$ cat src/inc/clock_calendar_sram_pkg.sv
// constants and field layouts shared by the clock register and sram access logic
package clock_calendar_sram_pkg;

   // bus control code (upper seven bits of the control byte)
   localparam logic [6:0] CTRL_CODE = 7'h6f;
   localparam logic [6:0] PROTECTED_CTRL_CODE = 7'h57;

   // address map
   localparam logic [7:0] CLOCK_FIRST = 8'h00;
   localparam logic [7:0] CLOCK_LAST = 8'h1f;
   localparam logic [7:0] SRAM_FIRST = 8'h20;
   localparam logic [7:0] SRAM_LAST = 8'h5f;
   localparam int SRAM_DEPTH = 64;
   localparam int CLOCK_DEPTH = 32;

   // register offsets
   localparam logic [7:0] WEEKDAY_AND_POWER_STATUS = 8'h03;
   localparam logic [7:0] POWER_DOWN_STAMP_MINUTES = 8'h18;
   localparam logic [7:0] POWER_DOWN_STAMP_HOURS = 8'h19;
   localparam logic [7:0] POWER_DOWN_STAMP_DATE = 8'h1a;
   localparam logic [7:0] POWER_DOWN_STAMP_MONTH = 8'h1b;
   localparam logic [7:0] POWER_UP_STAMP_MINUTES = 8'h1c;
   localparam logic [7:0] POWER_UP_STAMP_HOURS = 8'h1d;
   localparam logic [7:0] POWER_UP_STAMP_DATE = 8'h1e;
   localparam logic [7:0] POWER_UP_STAMP_MONTH = 8'h1f;

   // status register bit positions
   localparam int OSC_RUN_BIT = 5;
   localparam int POWER_LOSS_BIT = 4;
   localparam int BACKUP_EN_BIT = 3;

   // writable bit masks; unimplemented bits read as zero
   localparam logic [7:0] MINUTES_MASK = 8'h7f;
   localparam logic [7:0] HOURS_MASK = 8'h7f;
   localparam logic [7:0] DATE_MASK = 8'h3f;
   localparam logic [7:0] MONTH_MASK = 8'hff;
   localparam logic [7:0] STATUS_MASK = 8'h0f;
   localparam logic [7:0] FULL_MASK = 8'hff;
   localparam logic [7:0] REG_RESET = 8'h00;

   typedef struct packed {
      logic unused;
      logic [2:0] minute_tens_digit;
      logic [3:0] minute_ones_digit;
   } minutes_type;

   // bit 5 is afternoon_flag in 12-hour format, hour tens bit 1 in 24-hour format
   typedef struct packed {
      logic unused;
      logic twelve_hour_sel;
      logic afternoon_flag;
      logic hour_tens_digit;
      logic [3:0] hour_ones_digit;
   } hours_type;

   typedef struct packed {
      logic [1:0] unused;
      logic [1:0] day_of_month_tens;
      logic [3:0] day_of_month_ones;
   } date_type;

   typedef struct packed {
      logic [2:0] weekday_field;
      logic month_tens_bit;
      logic [3:0] month_ones_digit;
   } month_type;

   typedef struct packed {
      month_type month;
      date_type date;
      hours_type hours;
      minutes_type minutes;
   } stamp_set_type;

   typedef enum logic [2:0] {
      ST_IDLE = 3'b000,
      ST_CTRL = 3'b001,
      ST_ADDR = 3'b010,
      ST_WDATA = 3'b011,
      ST_RDATA = 3'b100,
      ST_IGNORE = 3'b101
   } bus_state_type;

endpackage

$ cat src/hdl/clock_calendar_sram_i2c_access.sv
// two-wire target access to the clock registers, sram and power-fail time-stamps
`timescale 1ns/1ps

// Summary of operation
// - stamp minutes BCD, bit 7 zero
// - hours bit 6 format, bit 5 afternoon
// - 12-hour tens digit is bit 4
// - 24-hour tens bits 5-4, bit 7 zero
// - stamp date BCD, bits 7-6 zero
// - month bits 7-5 carry weekday
// - month tens bit 4, ones bits 3-0
// - own control code only; protected code ignored
// - clock 0x00-0x1F, sram 0x20-0x5F
// - sram access regardless of clock updates
// - reset leaves sram contents alone
// - no bus access on backup supply
// - byte write: control, address, data, ack each
// - address above 0x5F: no ack, no store
// - pointer ends after written location
// - each data byte acked, stored, pointer incremented
// - sequential write has no byte limit
// - pointer wraps within its block
// - current read returns pointer location
// - read: ack control, send one byte
// - pointer shared with protected space
// - capture stamps on loss and return, set flag
// - new stamps only after flag cleared
// - clearing flag zeroes all stamp registers
module clock_calendar_sram_i2c_access
   import clock_calendar_sram_pkg::*;
(
   input wire logic clk_i,
   input wire logic rst_n_i,
   input wire logic scl_i,
   input wire logic sda_i,
   output logic sda_o,
   output logic sda_oe_o,
   input wire logic on_backup_i,
   input wire logic oscillator_running_flag_i,
   input wire stamp_set_type clock_calendar_now_i,
   input wire logic pointer_load_i,
   input wire logic [7:0] pointer_value_i,
   output logic [7:0] pointer_o,
   output logic power_loss_flag_o,
   output logic backup_supply_enable_o
);

   logic rst_meta_q;
   logic rst_n;
   logic scl_meta_q, scl_sync_q, scl_del_q;
   logic sda_meta_q, sda_sync_q, sda_del_q;
   logic bak_meta_q, bak_sync_q, bak_del_q;
   logic scl_rise, scl_fall, start_det, stop_det;
   logic backup_rise, backup_fall;

   bus_state_type state_q;
   logic [3:0] cnt_q;
   logic ack_phase_q;
   logic drive_q;
   logic [7:0] shift_q;
   logic [7:0] tx_q;
   logic [7:0] ptr_q;
   logic [7:0] ptr_next;
   logic [7:0] clock_regs_q [CLOCK_DEPTH];
   logic [7:0] sram_q [SRAM_DEPTH];
   logic [5:0] sram_idx;
   logic [7:0] rd_byte;
   logic [7:0] status_view;
   logic power_loss_q;
   logic armed_q;
   logic rd_tail_q;

   logic byte_done, ctrl_hit, addr_ok;
   logic addr_load, wr_stb, rd_load;
   logic wr_clock, wr_sram, flag_clear;
   logic down_cap, up_cap;
   stamp_set_type stamp_clean;

   // reset release through two flops
   always_ff @(posedge clk_i or negedge rst_n_i) begin
      if (!rst_n_i) begin
         rst_meta_q <= 1'b0;
         rst_n <= 1'b0;
      end else begin
         rst_meta_q <= 1'b1;
         rst_n <= rst_meta_q;
      end
   end

   // pin synchronisers; the third stage only serves edge detection
   // both bus lines reset to their released level so no false start follows reset
   always_ff @(posedge clk_i or negedge rst_n) begin
      if (!rst_n) begin
         scl_meta_q <= 1'b1;
         scl_sync_q <= 1'b1;
         scl_del_q <= 1'b1;
      end else begin
         scl_meta_q <= scl_i;
         scl_sync_q <= scl_meta_q;
         scl_del_q <= scl_sync_q;
      end
   end

   always_ff @(posedge clk_i or negedge rst_n) begin
      if (!rst_n) begin
         sda_meta_q <= 1'b1;
         sda_sync_q <= 1'b1;
         sda_del_q <= 1'b1;
      end else begin
         sda_meta_q <= sda_i;
         sda_sync_q <= sda_meta_q;
         sda_del_q <= sda_sync_q;
      end
   end

   // supply indication resets to main power, so only a real switchover captures
   always_ff @(posedge clk_i or negedge rst_n) begin
      if (!rst_n) begin
         bak_meta_q <= 1'b0;
         bak_sync_q <= 1'b0;
         bak_del_q <= 1'b0;
      end else begin
         bak_meta_q <= on_backup_i;
         bak_sync_q <= bak_meta_q;
         bak_del_q <= bak_sync_q;
      end
   end

   assign scl_rise = scl_sync_q & ~scl_del_q;
   assign scl_fall = ~scl_sync_q & scl_del_q;
   assign start_det = scl_sync_q & scl_del_q & sda_del_q & ~sda_sync_q;
   assign stop_det = scl_sync_q & scl_del_q & ~sda_del_q & sda_sync_q;
   assign backup_rise = bak_sync_q & ~bak_del_q;
   assign backup_fall = ~bak_sync_q & bak_del_q;

   // byte-level decode of the shift register
   assign byte_done = scl_fall & ~ack_phase_q & (cnt_q == 4'd8) &
      (state_q == ST_CTRL || state_q == ST_ADDR || state_q == ST_WDATA);
   assign ctrl_hit = (shift_q[7:1] == CTRL_CODE);
   assign addr_ok = (shift_q <= SRAM_LAST);
   assign addr_load = byte_done & (state_q == ST_ADDR) & addr_ok;
   assign wr_stb = byte_done & (state_q == ST_WDATA);
   assign rd_load = scl_fall & ack_phase_q & (state_q == ST_RDATA);
   assign wr_clock = wr_stb & (ptr_q <= CLOCK_LAST);
   assign wr_sram = wr_stb & (ptr_q >= SRAM_FIRST) & (ptr_q <= SRAM_LAST);
   assign sram_idx = 6'(ptr_q - SRAM_FIRST);

   // pointer wraps inside the block it sits in
   always_comb begin
      if (ptr_q == CLOCK_LAST) begin
         ptr_next = CLOCK_FIRST;
      end else if (ptr_q == SRAM_LAST) begin
         ptr_next = SRAM_FIRST;
      end else begin
         ptr_next = 8'(ptr_q + 8'h01);
      end
   end

   // bus engine; on backup supply the target goes deaf and lets go of sda
   always_ff @(posedge clk_i or negedge rst_n) begin
      if (!rst_n) begin
         state_q <= ST_IDLE;
         cnt_q <= 4'h0;
         ack_phase_q <= 1'b0;
         drive_q <= 1'b0;
         shift_q <= 8'h00;
      end else if (bak_sync_q || stop_det) begin
         state_q <= ST_IDLE;
         cnt_q <= 4'h0;
         ack_phase_q <= 1'b0;
         drive_q <= 1'b0;
      end else if (start_det) begin
         state_q <= ST_CTRL;
         cnt_q <= 4'h0;
         ack_phase_q <= 1'b0;
         drive_q <= 1'b0;
      end else if (scl_rise) begin
         if (rd_tail_q) begin
            state_q <= ST_IGNORE;
         end else if (!ack_phase_q && cnt_q < 4'd8 &&
               (state_q == ST_CTRL || state_q == ST_ADDR || state_q == ST_WDATA)) begin
            shift_q <= {shift_q[6:0], sda_sync_q};
            cnt_q <= 4'(cnt_q + 4'd1);
         end
      end else if (scl_fall) begin
         if (ack_phase_q) begin
            ack_phase_q <= 1'b0;
            if (state_q == ST_RDATA) begin
               drive_q <= ~rd_byte[7];
               cnt_q <= 4'd1;
            end else begin
               drive_q <= 1'b0;
               cnt_q <= 4'h0;
            end
         end else if (byte_done) begin
            unique case (state_q)
               ST_CTRL: begin
                  if (ctrl_hit) begin
                     drive_q <= 1'b1;
                     ack_phase_q <= 1'b1;
                     state_q <= shift_q[0] ? ST_RDATA : ST_ADDR;
                  end else begin
                     state_q <= ST_IGNORE;
                  end
               end
               ST_ADDR: begin
                  if (addr_ok) begin
                     drive_q <= 1'b1;
                     ack_phase_q <= 1'b1;
                     state_q <= ST_WDATA;
                  end else begin
                     state_q <= ST_IGNORE;
                  end
               end
               ST_WDATA: begin
                  drive_q <= 1'b1;
                  ack_phase_q <= 1'b1;
                  state_q <= ST_WDATA;
               end
               default: begin
                  state_q <= ST_IGNORE;
               end
            endcase
         end else if (state_q == ST_RDATA) begin
            if (cnt_q < 4'd8) begin
               drive_q <= ~tx_q[6];
               cnt_q <= 4'(cnt_q + 4'd1);
            end else begin
               drive_q <= 1'b0;
            end
         end
      end
   end

   // read shifter: loaded as the control acknowledge ends, shifted on later scl falls
   always_ff @(posedge clk_i or negedge rst_n) begin
      if (!rst_n) begin
         tx_q <= 8'h00;
      end else if (scl_fall && !bak_sync_q && state_q == ST_RDATA) begin
         if (ack_phase_q) begin
            tx_q <= rd_byte;
         end else if (cnt_q < 4'd8) begin
            tx_q <= {tx_q[6:0], 1'b0};
         end
      end
   end

   // the read byte ends on the controller's acknowledge clock, not on the last data
   // bit, so the target only drops out once the line has been released
   always_ff @(posedge clk_i or negedge rst_n) begin
      if (!rst_n) begin
         rd_tail_q <= 1'b0;
      end else if (bak_sync_q || stop_det || start_det) begin
         rd_tail_q <= 1'b0;
      end else if (scl_fall && !ack_phase_q && state_q == ST_RDATA && cnt_q == 4'd8) begin
         rd_tail_q <= 1'b1;
      end else if (scl_rise) begin
         rd_tail_q <= 1'b0;
      end
   end

   // shared pointer; the protected-space logic may also move it
   always_ff @(posedge clk_i or negedge rst_n) begin
      if (!rst_n) begin
         ptr_q <= 8'h00;
      end else if (addr_load) begin
         ptr_q <= shift_q;
      end else if (wr_stb || rd_load) begin
         ptr_q <= ptr_next;
      end else if (pointer_load_i) begin
         ptr_q <= pointer_value_i;
      end
   end

   // stamp values with unimplemented bits forced low
   always_comb begin
      stamp_clean = clock_calendar_now_i;
      stamp_clean.minutes.unused = 1'b0;
      stamp_clean.hours.unused = 1'b0;
      stamp_clean.date.unused = 2'b00;
   end

   // power-fail logging: only the first loss after a clear is recorded
   assign down_cap = backup_rise & clock_regs_q[WEEKDAY_AND_POWER_STATUS[4:0]][BACKUP_EN_BIT] &
      ~power_loss_q;
   assign up_cap = backup_fall & armed_q;
   assign flag_clear = wr_clock & (ptr_q == WEEKDAY_AND_POWER_STATUS) &
      ~shift_q[POWER_LOSS_BIT];

   // a capture in the same cycle as a software clear wins, so no loss goes unrecorded
   always_ff @(posedge clk_i or negedge rst_n) begin
      if (!rst_n) begin
         power_loss_q <= 1'b0;
      end else if (down_cap) begin
         power_loss_q <= 1'b1;
      end else if (flag_clear) begin
         power_loss_q <= 1'b0;
      end
   end

   // power-up capture is armed only by a recorded power-down
   always_ff @(posedge clk_i or negedge rst_n) begin
      if (!rst_n) begin
         armed_q <= 1'b0;
      end else if (down_cap) begin
         armed_q <= 1'b1;
      end else if (up_cap) begin
         armed_q <= 1'b0;
      end
   end

   // clock register file, one entry per generate step
   for (genvar i = 0; i < CLOCK_DEPTH; i++) begin : g_clock
      localparam logic [7:0] IDX = 8'(i);
      localparam logic [7:0] WMASK =
         (IDX == POWER_DOWN_STAMP_MINUTES || IDX == POWER_UP_STAMP_MINUTES) ? MINUTES_MASK :
         (IDX == POWER_DOWN_STAMP_HOURS || IDX == POWER_UP_STAMP_HOURS) ? HOURS_MASK :
         (IDX == POWER_DOWN_STAMP_DATE || IDX == POWER_UP_STAMP_DATE) ? DATE_MASK :
         (IDX == POWER_DOWN_STAMP_MONTH || IDX == POWER_UP_STAMP_MONTH) ? MONTH_MASK :
         (IDX == WEEKDAY_AND_POWER_STATUS) ? STATUS_MASK : FULL_MASK;
      localparam bit IS_STAMP = (IDX >= POWER_DOWN_STAMP_MINUTES);
      localparam bit IS_DOWN = IS_STAMP && (IDX <= POWER_DOWN_STAMP_MONTH);
      localparam int SLOT = i % 4;
      logic [7:0] cap_val;

      // slot order in the stamp block: minutes, hours, date, month
      assign cap_val = stamp_clean[SLOT*8 +: 8];

      always_ff @(posedge clk_i or negedge rst_n) begin
         if (!rst_n) begin
            clock_regs_q[i] <= REG_RESET;
         end else if (IS_STAMP && IS_DOWN && down_cap) begin
            clock_regs_q[i] <= cap_val & WMASK;
         end else if (IS_STAMP && !IS_DOWN && up_cap) begin
            clock_regs_q[i] <= cap_val & WMASK;
         end else if (IS_STAMP && flag_clear) begin
            clock_regs_q[i] <= REG_RESET;
         end else if (wr_clock && ptr_q == IDX) begin
            clock_regs_q[i] <= shift_q & WMASK;
         end
      end
   end

   // sram has no reset so contents survive power-on reset
   always_ff @(posedge clk_i) begin
      if (wr_sram) begin
         sram_q[sram_idx] <= shift_q;
      end
   end

   // status view mixes live inputs with stored bits
   always_comb begin
      status_view = clock_regs_q[WEEKDAY_AND_POWER_STATUS[4:0]] & STATUS_MASK;
      status_view[OSC_RUN_BIT] = oscillator_running_flag_i;
      status_view[POWER_LOSS_BIT] = power_loss_q;
   end

   // read data at the current pointer; the protected range is not served here
   always_comb begin
      if (ptr_q == WEEKDAY_AND_POWER_STATUS) begin
         rd_byte = status_view;
      end else if (ptr_q <= CLOCK_LAST) begin
         rd_byte = clock_regs_q[ptr_q[4:0]];
      end else if (ptr_q <= SRAM_LAST) begin
         rd_byte = sram_q[sram_idx];
      end else begin
         rd_byte = 8'h00;
      end
   end

   // open-drain: only ever pulls low
   assign sda_o = 1'b0;
   assign sda_oe_o = drive_q;
   assign pointer_o = ptr_q;
   assign power_loss_flag_o = power_loss_q;
   assign backup_supply_enable_o = clock_regs_q[WEEKDAY_AND_POWER_STATUS[4:0]][BACKUP_EN_BIT];

endmodule

$ cat config.mk
export PLATFORM = sky130hd
export DESIGN_NAME = clock_calendar_sram_i2c_access
export DESIGN_NICKNAME = d
export VERILOG_FILES = /design/src/inc/clock_calendar_sram_pkg.sv /design/src/hdl/clock_calendar_sram_i2c_access.sv
export SDC_FILE = /design/constraint.sdc
export NUM_CORES = 1
export LEC_CHECK = 0
export BUFFER_PORTS_ARGS = -buffer_cell sky130_fd_sc_hd__buf_2
export CAP_MARGIN = 30
export CORE_MARGIN = 3
export CORE_UTILIZATION = 37
export DETAILED_ROUTE_END_ITERATION = 16
export SYNTH_ARGS = -nofsm -noshare
export SYNTH_HDL_FRONTEND = slang
export SYNTH_SLANG_ARGS = --single-unit
$ cat constraint.sdc
create_clock -name clk_i -period 26.7 [get_ports clk_i]
set_clock_uncertainty 0.15 [all_clocks]
set_input_delay 2.67 -clock clk_i [delete_from_list [all_inputs] [get_ports clk_i]]
set_output_delay 2.67 -clock clk_i [all_outputs]
set_load 0.005 [all_outputs]
Word level (Yosys, flattened, before mapping). Memories as Yosys holds them, arrays and structs flattened. Cells that the tools add are included.

Order comparisons: 6. Eq/ne operators: 47. Shift operators: 0. Add/subtract/negate cells: 3. Multiplexer cells: 89. Div/mod/pow operators: 0. $mul: 0. Reductions and logical operators: 72. Bitwise gates (word level): 40.

Operators with widths (count): $mux 8 (34); $eq 8x5->1 const B (16); $eq 8x4->1 const B (8); $bmux 8 s5 (1); $mux 4 (10); $logic_and 1x1->1 (39); $reduce_bool 3->1 (11); $eq 8x3->1 const B (4); $mux 3 (10); $mux 1 (29); $and 1x1->1 (25); $eq 8x2->1 const B (2); $le 8x7->1 const B (2); $reduce_bool 5->1 (3); $mux 7 (2); $not 1->1 (14); $ne 6x5->1 const B (2); $reduce_and 6->1 (2); $pmux 3 s3 (1); $add 8x1->8 const B (1); $eq 8x1->1 const B (1); $eq 8x7->1 const B (1); $ge 8x6->1 const B (1); $le 8x5->1 const B (1); 24 further kinds (37).

Memory bits (writable): 512. Flip-flop bits (word level): 298. Memories: 1. Output and inout bits: 12. Memory bits (read-only): 0. Latch bits: 0.

Memories: sram_q (words 64, width 8, read ports 1, clocked after Yosys merged registers in 0, write ports 1, RTL line clock_calendar_sram_i2c_access.sv:65) `logic [7:0] sram_q [SRAM_DEPTH];`.

Depth between registers and ports, before layout. Gate-level depths: netlist of run 1.

Word-level depth: 13. Depth in mapped cells: 12. Mapped depth without buffers: 9.

Worst setup path before layout of run 1. No wires, ideal clock.

Kind: input-to-reg. Start: in pointer_value_i[6]. End: reg ptr_q[6], in the netlist pointer_o[6]. Cell stages on the path: 5. Buffers on the path: 0. Required time: 26427 ps. Setup slack: 23199 ps. Data arrival time: 3228 ps. Path through: inv_1 > a21oi_1 > mux2_2 > o21ai_0 > a21oi_1.

Cells in the longest elaborated chain, start to end: 3.

Ends and longest elaborated chain: start: declaration (RTL line clock_calendar_sram_i2c_access.sv:42) `input wire logic [7:0] pointer_value_i,`; $mux 8 (RTL line clock_calendar_sram_i2c_access.sv:270) `end else if (pointer_load_i) begin`; $mux 8 (RTL line clock_calendar_sram_i2c_access.sv:268) `end else if (wr_stb || rd_load) begin`; $mux 8 (RTL line clock_calendar_sram_i2c_access.sv:266) `end else if (addr_load) begin`; end signal: assignment (RTL line clock_calendar_sram_i2c_access.sv:267) `ptr_q <= shift_q;`; end signal: assignment (RTL line clock_calendar_sram_i2c_access.sv:269) `ptr_q <= ptr_next;`; end signal: assignment (RTL line clock_calendar_sram_i2c_access.sv:271) `ptr_q <= pointer_value_i;`; end: declaration (RTL line clock_calendar_sram_i2c_access.sv:62) `logic [7:0] ptr_q;`.

No other way between the ends. The select of a mux whose other input is x is not followed. A chain may end at the register's enable or synchronous reset.

Worst setup path in the final report of run 1.
Start: reg ptr_q[0], in the netlist pointer_o[0]. End: reg clock_regs_q[22] (netlist bit).

Cells in the longest elaborated chain, start to end: 6.

Ends and longest elaborated chain: $le 8x5->1 (RTL line clock_calendar_sram_i2c_access.sv:144) `assign wr_clock = wr_stb & (ptr_q <= CLOCK_LAST);`; $and 1x1->1 (RTL line clock_calendar_sram_i2c_access.sv:144); $and 1x1->1 (2 in series) (RTL line clock_calendar_sram_i2c_access.sv:287) `assign flag_clear = wr_clock & (ptr_q == WEEKDAY_AND_POWER_STATUS) &`; $mux 8 (RTL line clock_calendar_sram_i2c_access.sv:336) `end else if (IS_STAMP && flag_clear) begin`; $mux 8 (RTL line clock_calendar_sram_i2c_access.sv:334) `end else if (IS_STAMP && !IS_DOWN && up_cap) begin`; end signal: indexed assignment (RTL line clock_calendar_sram_i2c_access.sv:333) `clock_regs_q[i] <= cap_val & WMASK;`; end signal: indexed assignment (RTL line clock_calendar_sram_i2c_access.sv:335) `clock_regs_q[i] <= cap_val & WMASK;`; end signal: indexed assignment (RTL line clock_calendar_sram_i2c_access.sv:339) `clock_regs_q[i] <= shift_q & WMASK;`; end: declaration (RTL line clock_calendar_sram_i2c_access.sv:64) `logic [7:0] clock_regs_q [CLOCK_DEPTH];`.

Several ways; a longest one is shown, not always the timed one.

==> flow_summary.toml, run 1 <==
[place]
finalWeightedCongestion = 0.889
port_buffers = 53
dp.final_hpwl_um = 66000

[detailed_routing]
vias_per_cell = 6.00
vias = 22800
wl_per_cell_um = 28.4
firstDrtPassIters = 6
ant_nets = 0
drc = 0
first_iter_violations = 3123
drt_wl_total_um = 108000

[worst_setup_path]
cp.required_ns = 27.02
worstPathMaxFanout = 42
path_cells = "buf_4 -> buf_4 -> ha_1 -> nand3_1 -> nor3_2 -> nor2_2 -> buf_8 -> o21ai_2 -> a21oi_1"
crit_type = "flip-flop to flip-flop"
cp_slowest_stage_delay_ns = 0.81
crit_path_end_kind = "flip-flop"
cpMostUsedCell = "buf_4"
crit_path_top_delay_cell = "dfrtp_4"
arrival_ns = 5.70
setup.worst_path.start_class = "flip-flop"
regToRegSetupSlack_ns = 21.32

[yosys]
synth_top_family_by_area = "compound AO/OA/AOI/OAI gates"
synth_cell_type_count = 95
synth_compound_area_frac = 0.128
seq_area_frac_synth = 0.657
avgSynthCellArea_um2 = 13.9
synth_nets = 2527
ys_async_sr_fraction = 0.362
post_synth_xor_area_fraction = 0.000763
synthMuxAreaShare = 0.110
syn_area_mm2 = 0.0344
synthAdderAreaFrac = 0.00327
synthesis.instances = 2471
synth_warnings = 0
ys.flop_type = "edfxtp_1"
ys_ff_latch = 802
synth_edf_count = 512
synth-simple-area-share = 0.0704

[global_route]
grt.total_usage = 0.220
grt_max_degree = 187
met2_usage = 0.343
grt_pass1_vias = 22700
grt-busiest-layer = "met2"
grt_antenna_before_repair = 1
use_met1 = 0.306
overflow = 0
globalRouteMet3Util = 0.0424
grt_pass1_wl_um = 159000

[cts]
cts_tree = "done"
clkLatencyLatePin_ns = 0.64
cts_root_buf = "clkbuf_16"
path_clk_slew_ns = 0.06
cts_sinks = 802
postCtsHoldBufs = 0
numCtsBuffers = 84
cts-htree-levels = 3
postCtsSetupBuffers = 0
ctsResizeCount = 0
clockBufferDepth = 3

[timing]
whs_ns = 0.0853
slew_viol_final = 0
finalCritPeriodShare = 0.202
setup_tns_ns = 0
relSlewSlack = 0.272
timing.fmax_mhz = 186
rsz0062_at_grt = "false"
setup_violations = 0
tightestPinTransition_ns = 1.06
min_period_ns = 5.38
finalHoldViolations = 0

[outcome]
status = "complete, no violations"

[finish]
layout.nets = 2554
layout-drive-gt1-share = 0.214
area_growth_pct = 12.8
diodes = 0
final_util = 0.422

[floorplanning]
die_area_mm2 = 0.0968
initial_core_util = 0.375
core_mm2 = 0.0919
die_w_um = 311
fp.dieH_um = 311
num_rows = 111
boundaryPins = 59

[hold_path]
min_path_type = "flip-flop to asynchronous set/reset pin"

[job]
maxCapViolations = 0

[power_and_ir_drop]
p_leak_uw = 0.0148
irDropWorstVdd_uv = 47.5
p_per_area_mw_per_mm2 = 74.7
-- cell type report --
class                      count  area (um2)
multi-input combinational   1474       10800
timing repair buffer         115         855
clock inverter                36         455
fill                        8324       53100
clock buffer                 114        2370
sequential                   802       22700
tap                         1243        1560
inverter                      21        78.8
-- where the power goes --
group	switching, uW	total, uW	leakage (uW)	internal (uW)
sequential	40.8	1410	0.00904	1370
combinational	214	290	0.00438	75.7
clock	486	1200	0.00138	718
total	741	2900	0.0148	2160
-- final timing paths --
kind | to | cells after the start | from
min | state_q[2] | 0 | rst_n
max in group asynchronous | clock_regs_q[185] | 3 | rst_n
max | clock_regs_q[22] | 9 | pointer_o[0]
min reg2reg | state_q[2] | 0 | rst_n
min in group clk_i | scl_sync_q | 0 | scl_meta_q
max reg2reg | clock_regs_q[22] | 9 | pointer_o[0]
-- per-layer routing --
layer	share of wire	vias up
li1	-	9618
met1	0.41	11700
met2	0.46	1280
met3	0.091	219
met4	0.036	0
met5	0	-
-- registers in the layout, summed over array words and instances (netlist names), 3 cells and up --
name and flops:
shift_q 8, sram_q 512, state_q 3, clock_regs_q 243
cnt_q 4, tx_q 7, pointer_o 8
-- critical path: cells and delay by family, from the launching register on --
family          cells  cell delay, ns
simple gates        3            1.57
buf+inv             3            1.48
flops               1            0.81
fa+ha+maj           1            0.69
compound gates      2            0.46
-- cells in the final DEF (no fill, tap or decap), drive strengths merged, types with 90 or more instances in the layout --
cell type | netlist | final
a21oi | 121 | 121
a22oi | 121 | 121
buf | 115 | 114
clkbuf | 59 | 115
dfrtp | 284 | 284
edfxtp | 512 | 512
mux2 | 218 | 218
mux2i | 90 | 90
nand2 | 151 | 151
nor2 | 178 | 178
o21ai | 147 | 147
-- cells in the mapped netlist, drive strengths merged (13+ instances only) --
library cell	count	share of area
a22o	18	0.0046
clkbuf	59	0.0064
nand2	151	0.017
nor3	23	0.0041
buf	115	0.021
nor2	178	0.020
nor2b	13	0.0024
inv	21	0.0023
o21ai	147	0.022
a21oi	121	0.018
edfxtp	512	0.45
o22ai	38	0.0069
a221oi	56	0.014
o211ai	13	0.0028
nand3	38	0.0078
a221o	25	0.0073
mux4	19	0.012
mux2	218	0.072
a22oi	121	0.026
mux2i	90	0.026
dfrtp	284	0.21
-- kinds of logic after synthesis --
family | after synthesis
DFF | 802
AOI/OAI and AO/OA | 646
and+or+nand+nor | 487
muxes | 327
buffers and inverters | 195
adders and majority gates | 9
xor gates and xnor gates | 3
other | 2
-- metrics by stage --
step	cells	setup WS [ns]	area [um2]	power (uW)
2_1_floorplan	2471	17.88	34400	1570
6_report	3805	21.32	38800	2900
5_1_grt	3805	21.05	38800	2980
4_1_cts	3801	21.36	38700	2900
3_3_place_gp	3646	21.52	35900	1700
3_5_place_dp	3651	21.46	35900	1710
(Power assumes the default switching activity.)
==> run 2, diff against run 1 <==
--- a/config.mk
+++ b/config.mk
@@ -5,6 +5,7 @@
 export SDC_FILE = /design/constraint.sdc
 export NUM_CORES = 1
 export LEC_CHECK = 0
+export ABC_AREA = 1
 export BUFFER_PORTS_ARGS = -buffer_cell sky130_fd_sc_hd__buf_2
 export CAP_MARGIN = 30
 export CORE_MARGIN = 3
==> constraint.sdc (replaced) <==
create_clock -name clk_i -period 5.6 [get_ports clk_i]
set_clock_uncertainty 0.15 [all_clocks]
set_input_delay 0.56 -clock clk_i [delete_from_list [all_inputs] [get_ports clk_i]]
set_output_delay 0.56 -clock clk_i [all_outputs]
set_load 0.005 [all_outputs]
==> run 2 against run 1 <==
Effect of this change:
- sequential share of layout area shrank 0.28 points
- die area up 0.53%
- global-route usage is 0.85 points lower
- critical endpoint is now tx_q[0]
- final cell count grew 27%
- sequential cell count stayed put
- hold slack worse by 0.040 ns
- clock power increased to 4.6 times the previous value
- maximum frequency rose by 26%
- synthesized area increased by 0.54%
==> flow_summary.toml, run 2 <==
[outcome]
status = "complete, no violations"

[timing]
setup_tns_ns = 0
whs_ns = 0.0448
min_period_ns = 4.27
tightestPinTransition_ns = 1.02
rsz0062_at_grt = "false"
timing.fmax_mhz = 234
setup_violations = 0
slew_viol_final = 0
finalHoldViolations = 0
finalCritPeriodShare = 0.763
relSlewSlack = 0.318

[yosys]
syn_area_mm2 = 0.0346
ys_async_sr_fraction = 0.362
avgSynthCellArea_um2 = 9.94
synth.most_common_cell = "nand2_1"
synthesis.instances = 3484
synth_commonest_cells = "nand2_1, edfxtp_1, nor2_1"
synth_nets = 3540
synth_cell_type_count = 44
seq_area_frac_synth = 0.654
ys.flop_type = "edfxtp_1"
yosys-top-cells-area = "edfxtp_1, dfrtp_1, nand2_1"
synth_top_area_share = 0.444
yosysTopAreaCell = "edfxtp_1"
synth_warnings = 0
synth_edf_count = 512
ys_ff_latch = 802

[worst_setup_path]
cpMostUsedCell = "nand2_1"
crit_type = "flip-flop to flip-flop"
arrival_ns = 4.66
path_cells = "inv_6 -> nand2_1 -> buf_4 -> inv_1 -> nand2_1 -> nand4_1 -> o21ai_0 -> nand2_1 -> nor2_1 -> nand2_1 -> nand2_1 -> nand2_1 -> nand2_1 -> nand2_1"
worstPathMaxFanout = 94
cp_slowest_stage_delay_ns = 0.85
cp.required_ns = 5.99
crit_path_top_delay_cell = "dfrtp_4"
path_delay_family = "buffers and inverters"
critPathBufInv = 3
setup.worst_path.start_class = "flip-flop"
crit_path_end_kind = "flip-flop"

[global_route]
grt-busiest-layer = "met2"
grt_antenna_before_repair = 2
grt.total_usage = 0.211
globalRouteMet3Util = 0.0406
grt_pass1_wl_um = 156000
overflow = 0
met2_usage = 0.324
use_met1 = 0.305
grt_pass1_vias = 23900
grt_max_degree = 121

[detailed_routing]
vias_per_cell = 5.35
drt_wl_total_um = 105000
ant_nets = 0
wl_per_cell_um = 21.7
firstDrtPassIters = 5
vias = 25800
first_iter_violations = 3165
drc = 0

[floorplanning]
num_rows = 111
initial_core_util = 0.375
core_mm2 = 0.0922
die_area_mm2 = 0.0973
die_w_um = 312
boundaryPins = 59
fp.dieH_um = 312

[hold_path]
min_path_type = "input port to flip-flop"

[cts]
ctsResizeCount = 0
path_clk_slew_ns = 0.06
cts-htree-levels = 3
cts_tree = "done"
clkLatencyLatePin_ns = 0.64
numCtsBuffers = 85
cts_sinks = 802
clockBufferDepth = 3
cts_root_buf = "clkbuf_16"

[finish]
area_growth_pct = 12.6
final_cells = 4817
mostFrequentLayoutCells = "nand2_1, edfxtp_1, nor2_1, o21ai_0, dfrtp_1"
diodes = 0
top_register = "sram_q"
final_util = 0.423
final_common_cell = "nand2_1"
layout.nets = 3566
largest_reg_flops = 512
top_regs = "sram_q x512, clock_regs_q x243"
layout-drive-gt1-share = 0.0851

[place]
dp.final_hpwl_um = 62600
finalWeightedCongestion = 0.903
dp_cells = 4660
port_buffers = 53

[power_and_ir_drop]
report.power.total_uw = 13400
p_per_area_mw_per_mm2 = 342
p_leak_uw = 0.0157
irDropWorstVdd_uv = 233

[job]
maxCapViolations = 0
## run 2: cell type report
cell class / instances / area, um2
Clock inverter: 31 / 309
Timing Repair Buffer: 118 / 808
Tap cell: 1243 / 1560
Multi-Input combinational cell: 2253 / 10300
Sequential cell: 802 / 22700
Clock buffer: 120 / 2390
Inverter: 250 / 943
Fill cell: 8873 / 53200
## run 2: repair_timing
item | in CTS | in global routing
buffers inserted | 0 | 0
hold endpoints to repair | 5 | 0
hold buffers | 4 | 0
## run 2: worst paths after layout
kind / startpoint / to / slack, ns / cells past startpoint
hold / removal: clock_calendar_now_i[10] / clock_regs_q[18] / 0.04 / 3
setup reg to reg: pointer_o[0] / tx_q[0] / 1.33 / 14
setup / recovery: pointer_o[0] / tx_q[0] / 1.33 / 14
min in group asynchronous: rst_n_i / rst_n / 0.09 / 2
hold reg to reg: rst_n / clock_regs_q[164] / 0.20 / 0
max in group asynchronous: rst_n / pointer_o[0] / 3.88 / 1
## run 2: per-stage QoR
step	setup WS, ns	instance area, um2
floorplan	0.706	34600
global placement	1.47	36200
detailed placement	1.45	36200
CTS	1.43	39000
global route	1.18	39000
finish	1.33	39000
## run 2: worst reg2reg max path, cell delays in order (launching register included)
cell and delay [ns]:
dfrtp_4 0.85, inv_6 0.45, nand2_1 0.26, buf_4 0.49
inv_1 0.58, nand2_1 0.21, nand4_1 0.10, o21ai_0 0.48
nand2_1 0.10, nor2_1 0.10, nand2_1 0.13, nand2_1 0.10
nand2_1 0.06, nand2_1 0.05, nand2_1 0.05
## run 2: layer usage
metal	part of all wire	up-vias	wire length (um)
met4	0.027	2	2850
met3	0.093	195	9770
met2	0.45	1191	46700
li1	-	11800	-
met5	0.00015	-	16
met1	0.43	12600	45300
## run 2: report_power, final
group	switching (uW)	internal, uW
sequential	68.7	6470
combinational	1020	271
clock	2320	3210
## run 2: cells by family (layout without fill, tap and decap cells)
logic type | after synthesis | after routing | synth area share
other cells | 2 | 2 | 0.000217
compound gates | 721 | 721 | 0.111
buf+inv | 429 | 519 | 0.0491
simple gates | 1486 | 1486 | 0.172
mux | 34 | 34 | 0.00983
flops | 802 | 802 | 0.654
fa+ha+maj | 9 | 9 | 0.00325
xor+xnor | 1 | 1 | 0.000253
